File: config.mk
export PLATFORM = sky130hd
export DESIGN_NAME = wecr_regs
export DESIGN_NICKNAME = d
export VERILOG_FILES = /design/src/design/wecr_pkg.sv /design/src/design/wecr_ready_sync.sv /design/src/design/wecr_regs.sv
export SDC_FILE = /design/constraint.sdc
export NUM_CORES = 1
export LEC_CHECK = 0
export BUFFER_PORTS_ARGS = -buffer_cell sky130_fd_sc_hd__buf_2
export CAP_MARGIN = 20
export CORE_MARGIN = 5
export CORE_UTILIZATION = 50
export CTS_CLUSTER_DIAMETER = 80
export DETAILED_ROUTE_END_ITERATION = 8
export PLACE_DENSITY = 0.78
export SLEW_MARGIN = 10
export SYNTH_ARGS = -nofsm -noshare
export SYNTH_HDL_FRONTEND = slang
export SYNTH_SLANG_ARGS = --single-unit
File: constraint.sdc
create_clock -name i_core_clk -period 1.7 [get_ports i_core_clk]
set_input_delay 0.51 -clock i_core_clk [delete_from_list [all_inputs] [get_ports i_core_clk]]
set_output_delay 0.51 -clock i_core_clk [all_outputs]
set_load 0.02 [all_outputs]
File: src/design/wecr_pkg.sv
// Package with the address map, field layout and reset values of the waveform engine registers.
package wecr_pkg;

  localparam int NUM_EP    = 3;
  localparam int NUM_READY = 6;

  // Endpoint order in every per-endpoint vector: index 0 is endpoint 4, 1 is 6, 2 is 8.
  localparam logic [NUM_EP-1:0][15:0] FLAG_SEL_ADDR = {16'he6ea, 16'he6e2, 16'he6da};
  localparam logic [NUM_EP-1:0][15:0] STOP_ADDR     = {16'he6eb, 16'he6e3, 16'he6db};
  localparam logic [NUM_EP-1:0][15:0] TRIG_ADDR     = {16'he6ec, 16'he6e4, 16'he6dc};

  localparam logic [15:0] SINGLE_DATA_HIGH_ADDR        = 16'he6f0;
  localparam logic [15:0] SINGLE_DATA_LOW_TRIGGER_ADDR = 16'he6f1;
  localparam logic [15:0] SINGLE_DATA_LOW_QUIET_ADDR   = 16'he6f2;
  localparam logic [15:0] READY_INPUT_CONFIG_ADDR      = 16'he6f3;
  localparam logic [15:0] READY_PIN_STATUS_ADDR        = 16'he6f4;
  localparam logic [15:0] WAVEFORM_ABORT_ADDR          = 16'he6f5;
  localparam logic [15:0] NO_ADDR                      = 16'h0000;

  // Special function register mirrors.
  localparam logic [7:0] SFR_TRIGGER_ADDR                 = 8'hbb;
  localparam logic [7:0] SFR_SINGLE_DATA_HIGH_ADDR        = 8'hbd;
  localparam logic [7:0] SFR_SINGLE_DATA_LOW_TRIGGER_ADDR = 8'hbe;
  localparam logic [7:0] SFR_SINGLE_DATA_LOW_QUIET_ADDR   = 8'hbf;

  // Endpoint code carried in bits 1:0 of a mirrored trigger write.
  localparam logic [NUM_EP-1:0][1:0] SFR_TRIG_CODE = {2'h3, 2'h2, 2'h1};
  localparam int                     SFR_TRIG_LSB  = 0;

  localparam logic [1:0] FLAG_SEL_PROG  = 2'h0;
  localparam logic [1:0] FLAG_SEL_EMPTY = 2'h1;
  localparam logic [1:0] FLAG_SEL_FULL  = 2'h2;
  localparam int         FLAG_SEL_LSB   = 0;
  localparam int         STOP_BIT       = 0;

  localparam int FIRMWARE_READY_BIT      = 7;
  localparam int READY_SYNC_SELECT_BIT   = 6;
  localparam int COUNT_EXPIRY_READY5_BIT = 5;
  localparam int READY_CFG_LSB           = 5;

  localparam logic [1:0] FLAG_SEL_RESET    = 2'h0;
  localparam logic [2:0] READY_CFG_RESET   = 3'h0;
  localparam logic [7:0] DATA_RESET        = 8'h00;
  localparam logic [7:0] WRITE_ONLY_READ   = 8'h00;
  localparam logic [7:0] UNMAPPED_READ     = 8'h00;

endpackage

File: src/design/wecr_ready_sync.sv
// Ready input conditioning: a two-flop synchroniser or a single synchronous sample per pin.
`timescale 1ns/100ps
module wecr_ready_sync
  import wecr_pkg::*;
(
  input  wire logic                 i_core_clk,
  input  wire logic                 i_rstn,
  input  wire logic [NUM_READY-1:0] i_ready_pins,
  input  wire logic                 i_sync_select,
  output logic      [NUM_READY-1:0] o_ready
);

  logic [NUM_READY-1:0] meta;
  logic [NUM_READY-1:0] stable;
  logic [NUM_READY-1:0] sample;
  logic [NUM_READY-1:0] next_meta;
  logic [NUM_READY-1:0] next_stable;
  logic [NUM_READY-1:0] next_sample;

  genvar b;
  generate
    for (b = 0; b < NUM_READY; b++)
    begin : g_pin
      always_comb
      begin
        next_meta[b]   = i_ready_pins[b];
        next_stable[b] = meta[b];
        next_sample[b] = i_ready_pins[b];
      end

      always_ff @(posedge i_core_clk or negedge i_rstn)
      begin
        if (!i_rstn)
        begin
          meta[b]   <= 1'b0;
          stable[b] <= 1'b0;
          sample[b] <= 1'b0;
        end
        else
        begin
          meta[b]   <= next_meta[b];
          stable[b] <= next_stable[b];
          sample[b] <= next_sample[b];
        end
      end

      // Synchronous mode trusts the pin to meet setup, so it costs one cycle only.
      assign o_ready[b] = i_sync_select ? sample[b] : stable[b];
    end
  endgenerate

endmodule

File: src/design/wecr_regs.sv
// Waveform engine control and status registers with their data-space and SFR-space access.
// Functional notes
// - Flag select picks programmable, empty or full flag.
// - Flag select: bits 1:0 RW, others zero.
// - Stop bit ends transaction on selected flag.
// - Stop bit overrides the transaction count.
// - Any data-space trigger write starts endpoint transactions.
// - High data byte used only on wide bus.
// - Low-trigger access moves byte, starts single transfer.
// - Quiet low register reads byte, no transfer.
// - Single data registers mirrored in SFR space.
// - Firmware ready bit acts as ready input.
// - Sync select: direct sample or two flops.
// - Ready config bits 7:5 RW, rest zero.
// - Ready status shows six pins, top zero.
// - Any abort write returns engine to idle.
`timescale 1ns/100ps
module wecr_regs
(
  input  wire logic                           i_core_clk,
  input  wire logic                           i_rstn,
  input  wire logic [15:0]                    i_xaddr,
  input  wire logic                           i_xwr,
  input  wire logic                           i_xrd,
  input  wire logic [7:0]                     i_xwdata,
  output logic      [7:0]                     o_xrdata,
  input  wire logic [7:0]                     i_sfr_addr,
  input  wire logic                           i_sfr_wr,
  input  wire logic                           i_sfr_rd,
  input  wire logic [7:0]                     i_sfr_wdata,
  output logic      [7:0]                     o_sfr_rdata,
  input  wire logic [wecr_pkg::NUM_EP-1:0]    i_prog_flag,
  input  wire logic [wecr_pkg::NUM_EP-1:0]    i_empty_flag,
  input  wire logic [wecr_pkg::NUM_EP-1:0]    i_full_flag,
  input  wire logic                           i_wide_bus,
  input  wire logic                           i_capture_valid,
  input  wire logic [15:0]                    i_capture_data,
  input  wire logic [wecr_pkg::NUM_READY-1:0] i_ready_inputs,
  output logic      [wecr_pkg::NUM_EP-1:0]    o_watched_flag,
  output logic      [wecr_pkg::NUM_EP-1:0]    o_flag_stop,
  output logic      [wecr_pkg::NUM_EP-1:0]    o_count_override,
  output logic      [wecr_pkg::NUM_EP-1:0]    o_ep_start,
  output logic                                o_single_write_start,
  output logic                                o_single_read_start,
  output logic      [15:0]                    o_single_wdata,
  output logic                                o_abort,
  output logic      [wecr_pkg::NUM_READY:0]   o_ready_terms,
  output logic                                o_ready_sync_select,
  output logic                                o_count_expiry_ready5
);
  import wecr_pkg::*;

  logic [NUM_EP-1:0][1:0]   flag_sel;
  logic [NUM_EP-1:0][1:0]   next_flag_sel;
  logic [NUM_EP-1:0]        stop;
  logic [NUM_EP-1:0]        next_stop;
  logic [NUM_EP-1:0]        selected_flag;
  logic [NUM_EP-1:0]        next_watched_flag;
  logic [NUM_EP-1:0]        next_flag_stop;
  logic [NUM_EP-1:0]        next_ep_start;
  logic [7:0]               data_high;
  logic [7:0]               data_low;
  logic [7:0]               next_data_high;
  logic [7:0]               next_data_low;
  logic                     next_single_write_start;
  logic                     next_single_read_start;
  logic [15:0]              next_single_wdata;
  logic [2:0]               ready_cfg;
  logic [2:0]               next_ready_cfg;
  logic                     next_abort;
  logic [NUM_READY-1:0]     ready_synced;
  logic [NUM_READY:0]       next_ready_terms;
  logic [7:0]               next_xrdata;
  logic [7:0]               next_sfr_rdata;
  logic [15:0]              sfr_equiv;

  // Mirrored single data SFR locations are handled as their data-space twins.
  always_comb
  begin
    case (i_sfr_addr)
      SFR_SINGLE_DATA_HIGH_ADDR:        sfr_equiv = SINGLE_DATA_HIGH_ADDR;
      SFR_SINGLE_DATA_LOW_TRIGGER_ADDR: sfr_equiv = SINGLE_DATA_LOW_TRIGGER_ADDR;
      SFR_SINGLE_DATA_LOW_QUIET_ADDR:   sfr_equiv = SINGLE_DATA_LOW_QUIET_ADDR;
      default:                          sfr_equiv = NO_ADDR;
    endcase
  end

  function automatic logic wr_hit(input logic [15:0] a);
    wr_hit = (i_xwr && i_xaddr == a) || (i_sfr_wr && sfr_equiv == a);
  endfunction

  function automatic logic rd_hit(input logic [15:0] a);
    rd_hit = (i_xrd && i_xaddr == a) || (i_sfr_rd && sfr_equiv == a);
  endfunction

  // Data-space write data wins when both buses write the same register together.
  function automatic logic [7:0] wr_data(input logic [15:0] a);
    wr_data = (i_xwr && i_xaddr == a) ? i_xwdata : i_sfr_wdata;
  endfunction

  function automatic logic [7:0] read_value(input logic [15:0] a);
    read_value = UNMAPPED_READ;
    for (int e = 0; e < NUM_EP; e++)
    begin
      if (a == FLAG_SEL_ADDR[e])
        read_value = {6'h00, flag_sel[e]};
      if (a == STOP_ADDR[e])
        read_value = {7'h00, stop[e]};
      if (a == TRIG_ADDR[e])
        read_value = WRITE_ONLY_READ;
    end
    case (a)
      SINGLE_DATA_HIGH_ADDR:        read_value = data_high;
      SINGLE_DATA_LOW_TRIGGER_ADDR: read_value = data_low;
      SINGLE_DATA_LOW_QUIET_ADDR:   read_value = data_low;
      READY_INPUT_CONFIG_ADDR:      read_value = {ready_cfg, 5'h00};
      READY_PIN_STATUS_ADDR:        read_value = {2'h0, ready_synced};
      WAVEFORM_ABORT_ADDR:          read_value = WRITE_ONLY_READ;
      default:                      read_value = read_value;
    endcase
  endfunction

  genvar e;
  generate
    for (e = 0; e < NUM_EP; e++)
    begin : g_ep
      always_comb
      begin
        next_flag_sel[e] = flag_sel[e];
        next_stop[e]     = stop[e];
        if (i_xwr && i_xaddr == FLAG_SEL_ADDR[e])
          next_flag_sel[e] = i_xwdata[FLAG_SEL_LSB +: 2];
        if (i_xwr && i_xaddr == STOP_ADDR[e])
          next_stop[e] = i_xwdata[STOP_BIT];
        case (flag_sel[e])
          FLAG_SEL_PROG:  selected_flag[e] = i_prog_flag[e];
          FLAG_SEL_EMPTY: selected_flag[e] = i_empty_flag[e];
          FLAG_SEL_FULL:  selected_flag[e] = i_full_flag[e];
          default:        selected_flag[e] = 1'b0;
        endcase
        next_watched_flag[e] = selected_flag[e];
        next_flag_stop[e]    = stop[e] && selected_flag[e];
        next_ep_start[e]     = (i_xwr && i_xaddr == TRIG_ADDR[e]) ||
                               (i_sfr_wr && i_sfr_addr == SFR_TRIGGER_ADDR &&
                                i_sfr_wdata[SFR_TRIG_LSB +: 2] == SFR_TRIG_CODE[e]);
      end

      always_ff @(posedge i_core_clk or negedge i_rstn)
      begin
        if (!i_rstn)
        begin
          flag_sel[e]         <= FLAG_SEL_RESET;
          stop[e]             <= 1'b0;
          o_watched_flag[e]   <= 1'b0;
          o_flag_stop[e]      <= 1'b0;
          o_count_override[e] <= 1'b0;
          o_ep_start[e]       <= 1'b0;
        end
        else
        begin
          flag_sel[e]         <= next_flag_sel[e];
          stop[e]             <= next_stop[e];
          o_watched_flag[e]   <= next_watched_flag[e];
          o_flag_stop[e]      <= next_flag_stop[e];
          o_count_override[e] <= next_stop[e];
          o_ep_start[e]       <= next_ep_start[e];
        end
      end
    end
  endgenerate

  // Single transfer data. A processor write wins over a capture in the same cycle.
  always_comb
  begin
    next_data_high = data_high;
    next_data_low  = data_low;
    if (i_capture_valid)
    begin
      next_data_high = i_capture_data[15:8];
      next_data_low  = i_capture_data[7:0];
    end
    if (wr_hit(SINGLE_DATA_HIGH_ADDR))
      next_data_high = wr_data(SINGLE_DATA_HIGH_ADDR);
    if (wr_hit(SINGLE_DATA_LOW_TRIGGER_ADDR))
      next_data_low = wr_data(SINGLE_DATA_LOW_TRIGGER_ADDR);
    next_single_write_start = wr_hit(SINGLE_DATA_LOW_TRIGGER_ADDR);
    next_single_read_start  = rd_hit(SINGLE_DATA_LOW_TRIGGER_ADDR);
    next_single_wdata       = o_single_wdata;
    if (next_single_write_start)
      next_single_wdata = {(i_wide_bus ? next_data_high : 8'h00), next_data_low};
  end

  always_ff @(posedge i_core_clk or negedge i_rstn)
  begin
    if (!i_rstn)
    begin
      data_high            <= DATA_RESET;
      data_low             <= DATA_RESET;
      o_single_write_start <= 1'b0;
      o_single_read_start  <= 1'b0;
      o_single_wdata       <= 16'h0000;
    end
    else
    begin
      data_high            <= next_data_high;
      data_low             <= next_data_low;
      o_single_write_start <= next_single_write_start;
      o_single_read_start  <= next_single_read_start;
      o_single_wdata       <= next_single_wdata;
    end
  end

  wecr_ready_sync u_ready_sync
  (
    .i_core_clk    (i_core_clk),
    .i_rstn        (i_rstn),
    .i_ready_pins  (i_ready_inputs),
    .i_sync_select (ready_cfg[READY_SYNC_SELECT_BIT-READY_CFG_LSB]),
    .o_ready       (ready_synced)
  );

  // Ready configuration, abort strobe, ready terms and read data.
  always_comb
  begin
    next_ready_cfg = ready_cfg;
    if (i_xwr && i_xaddr == READY_INPUT_CONFIG_ADDR)
      next_ready_cfg = i_xwdata[7:READY_CFG_LSB];
    next_abort       = i_xwr && i_xaddr == WAVEFORM_ABORT_ADDR;
    next_ready_terms = {ready_cfg[FIRMWARE_READY_BIT-READY_CFG_LSB], ready_synced};
    next_xrdata      = i_xrd ? read_value(i_xaddr) : o_xrdata;
    next_sfr_rdata   = i_sfr_rd ? read_value(sfr_equiv) : o_sfr_rdata;
  end

  always_ff @(posedge i_core_clk or negedge i_rstn)
  begin
    if (!i_rstn)
    begin
      ready_cfg             <= READY_CFG_RESET;
      o_abort               <= 1'b0;
      o_ready_terms         <= '0;
      o_ready_sync_select   <= 1'b0;
      o_count_expiry_ready5 <= 1'b0;
      o_xrdata              <= UNMAPPED_READ;
      o_sfr_rdata           <= UNMAPPED_READ;
    end
    else
    begin
      ready_cfg             <= next_ready_cfg;
      o_abort               <= next_abort;
      o_ready_terms         <= next_ready_terms;
      o_ready_sync_select   <= next_ready_cfg[READY_SYNC_SELECT_BIT-READY_CFG_LSB];
      o_count_expiry_ready5 <= next_ready_cfg[COUNT_EXPIRY_READY5_BIT-READY_CFG_LSB];
      o_xrdata              <= next_xrdata;
      o_sfr_rdata           <= next_sfr_rdata;
    end
  end
endmodule

==> run metrics <==
Nets=691; Core Region=8721 um2; DRC Markers=0; Avg Synthesized Cell Area=10.60 um2; count leader, synth=dfrtp_1; Sw Pwr=1.207 mW; routed length per instance=19.00 um; Hold WS=0.2496 ns; via-per-instance ratio=5.846; cell total after placement=692; Synth async-reset ratio=1.000; Leakage=3.080 nW; Sum Neg Setup Slack=-3.664 ns; Starting Density=0.5142; Setup violations, final=40; row count=34; synthesized instance count=423; Layout Cells excl Fill=721; Most used DFF post-synth=dfrtp_1; post-synthesis cell area=4484 um2; FF-to-FF setup slack=0.13 ns; post-synth cell types=49; Critical Path RT=1.99 ns; area leader, netlist=dfrtp_1; critical path endpoint category=register; GRT Total Usage=0.2467; Reg clk slew, reported paths=0.10 ns; Syn Nets=506; Die ar.=10960 um2; crit share post-route=1.115; CTS Buffer Depth=2; RSZ-0062 raised after global routing=true; critical path launch point=i_sfr_addr[6]; reg2reg end=o_xrdata[3]$_DFFE_PN0P_; worst setup margin=-0.1958 ns; # IOs=135; GR Overflow Total=0; drt total wl=13700 um; synth cell count leaders=dfrtp_1, nand2_1, o21ai_0; Initial DRT Pass Iterations=5; CTS H-tree lvls=3; clock latency on the worst-skew pair=0.37 ns; status=complete, but fails checks; Critical Path AT=2.19 ns; reg-to-reg startpoint=ready_cfg[1]$_DFFE_PN0P_; Routed Antenna Nets=0; initial antenna violation count=0; Crit Path Class=in -> reg; MaxCap Viol Count=0; first-pass GRT wire length=22080 um; min-delay worst type=in -> reg; die width=104.7 um; Die Y=104.7 um; failing checks=setup timing; top post-synthesis cells by area=dfrtp_1, mux2i_1, o21ai_0; via count=4215; Max Freq=0.5275 GHz; Peak VDD IR=403.8 uV; Yosys warning count=0; clock root cell=clkbuf_8; largest net degree at the start of global routing=47; Clock Skew=0.01156 ns; CTS tree=yes; DRT iter0 DRCs=246; sequential fraction of the synthesis area=0.5078; Switching Fraction=0.2743; Worst-Margin Slew=0.5607 ns; Post-DP HPWL=9999 um; min Tclk post-route=1.896 ns; CTS buffer count=9; Clock power frac=0.332; routability cong.=0.8941; relative slew slack=0.6262; sequential power share=0.530; combinational fraction of design power=0.139; Cell Pwr Density=704.2 nW/um2; layout cells sized above 1=0.4568; post-synth top area share=0.5078; CP max FO=8; P_int=3.193 mW; Worst Setup EP=o_single_wdata[12]$_DFFE_PN0N_; Seq cells post-synth=91; Slew Limit Fails=0; Final Hold Vio Count=0; area grow syn2layout=39.31%; Worst setup SP type=input port; number of flops mapped to enable cells by yosys=0; vias in the first global route=4433; clock sink total=91; IO buf count=134; diodes inserted=0; R2R depth=3
## what timing repair did
item,in CTS,in global routing
hold buffers,1,0
gates resized for setup,24,32
endpoints found under the hold margin,10,0
endpoints found under the setup margin,49,54
pin swaps,23,14
buffers inserted,6,5
cloned,0,1
## per-stage QoR
stage | power [mW] | setup WS (ns) | instance area (um2) | utilization
after floorplan | 2.604 | -0.4705 | 4612 | -
after global placement | 2.920 | -0.5320 | 5723 | 0.6562
after detailed placement | 2.942 | -0.6720 | 5723 | 0.6562
after CTS | 4.389 | -0.1749 | 6071 | 0.6961
after global routing | 4.584 | -0.2937 | 6247 | 0.7164
final | 4.399 | -0.1958 | 6247 | 0.7164
## layer usage
metal / track usage / share of wire
met5: 0 / 0
met3: 0.06597 / 0.090
met1: 0.3201 / 0.39
met2: 0.4054 / 0.50
met4: 0.07763 / 0.020
## area by class of cell
class,instances,area [um2]
fillers,606,2474
multi-input cells,295,2291
inverters,14,52.55
clock buffers,10,127.6
clock inverters,6,66.31
well taps,108,135.1
repair buffers,197,1297
flip-flops and latches,91,2277
## kinds of logic after synthesis
kind of cell | count (synthesis) | share of synthesized area
simple gates | 143 | 0.1858
mux | 51 | 0.1189
buf+inv | 37 | 0.03599
fa+ha+maj | 4 | 0.01116
flops | 91 | 0.5078
compound gates | 97 | 0.1404
## worst max-delay path: stages
cell	delay, ns
buf_6	0.09
nand4b_1	0.17
nor2_2	0.12
nand2_1	0.07
nor2_2	0.11
inv_2	0.07
ha_4	0.16
a21boi_4	0.14
buf_4	0.18
o21ai_1	0.20
o211ai_1	0.15
o211ai_1	0.21
## registers in the layout, indices dropped and copies added (netlist names)
register and count:
data_high 8, data_low 8, flag_sel 6, o_abort 1
o_ep_start 3, o_flag_stop 3, o_ready_terms 7, o_sfr_rdata 8
o_single_read_start 1, o_single_wdata 16, o_single_write_start 1, o_watched_flag 3
o_xrdata 8, ready_cfg 3, stop 3, u_ready_sync.meta 5
u_ready_sync.sample 1, u_ready_sync.stable 6
## worst min-delay path by stage
stage / startpoint / end / slack [ns] / cells past startpoint
2_1_floorplan: i_rstn / data_high[0]$_DFF_PN0_ / 0.21 / 0
3_3_place_gp: u_ready_sync.meta[0]$_DFF_PN0_ / u_ready_sync.stable[0]$_DFF_PN0_ / 0.35 / 0
3_5_place_dp: u_ready_sync.meta[3]$_DFF_PN0_ / u_ready_sync.stable[3]$_DFF_PN0_ / 0.36 / 0
4_1_cts: i_ready_inputs[3] / u_ready_sync.meta[3]$_DFF_PN0_ / 0.24 / 1
5_1_grt: i_ready_inputs[4] / u_ready_sync.sample[4]$_DFF_PN0_ / 0.23 / 1
6_report: i_ready_inputs[3] / u_ready_sync.meta[3]$_DFF_PN0_ / 0.25 / 1
## power groups by stage
stage / Sequential, mW / Clock, mW / Combinational (mW)
after detailed placement: 2.37 / 0 / 0.574
after CTS: 2.33 / 1.48 / 0.588
after floorplan: 2.38 / 0 / 0.221
final: 2.33 / 1.46 / 0.610
after global routing: 2.34 / 1.58 / 0.669
after global placement: 2.37 / 0 / 0.555
## cells in the final DEF (no fill, tap or decap), types with 4 or more instances in the layout
master and instances:
mux2i_1 33, buf_12 6, o21ai_0 11, o22ai_1 10, a21oi_1 8, clkbuf_8 9
nor2_1 13, o21ai_2 6, nand3_1 24, buf_2 130, buf_6 13, nand2_2 7
o211ai_1 16, dfrtp_1 91, nand3b_1 4, inv_1 12, mux2_2 12, nand2b_1 4
o21ai_1 22, mux2_4 6, buf_4 46, nor2b_1 4, nor4_4 4, nand2_1 44
a222oi_1 6, a22oi_1 5
Note: power is estimated with default switching activity, not from simulation.
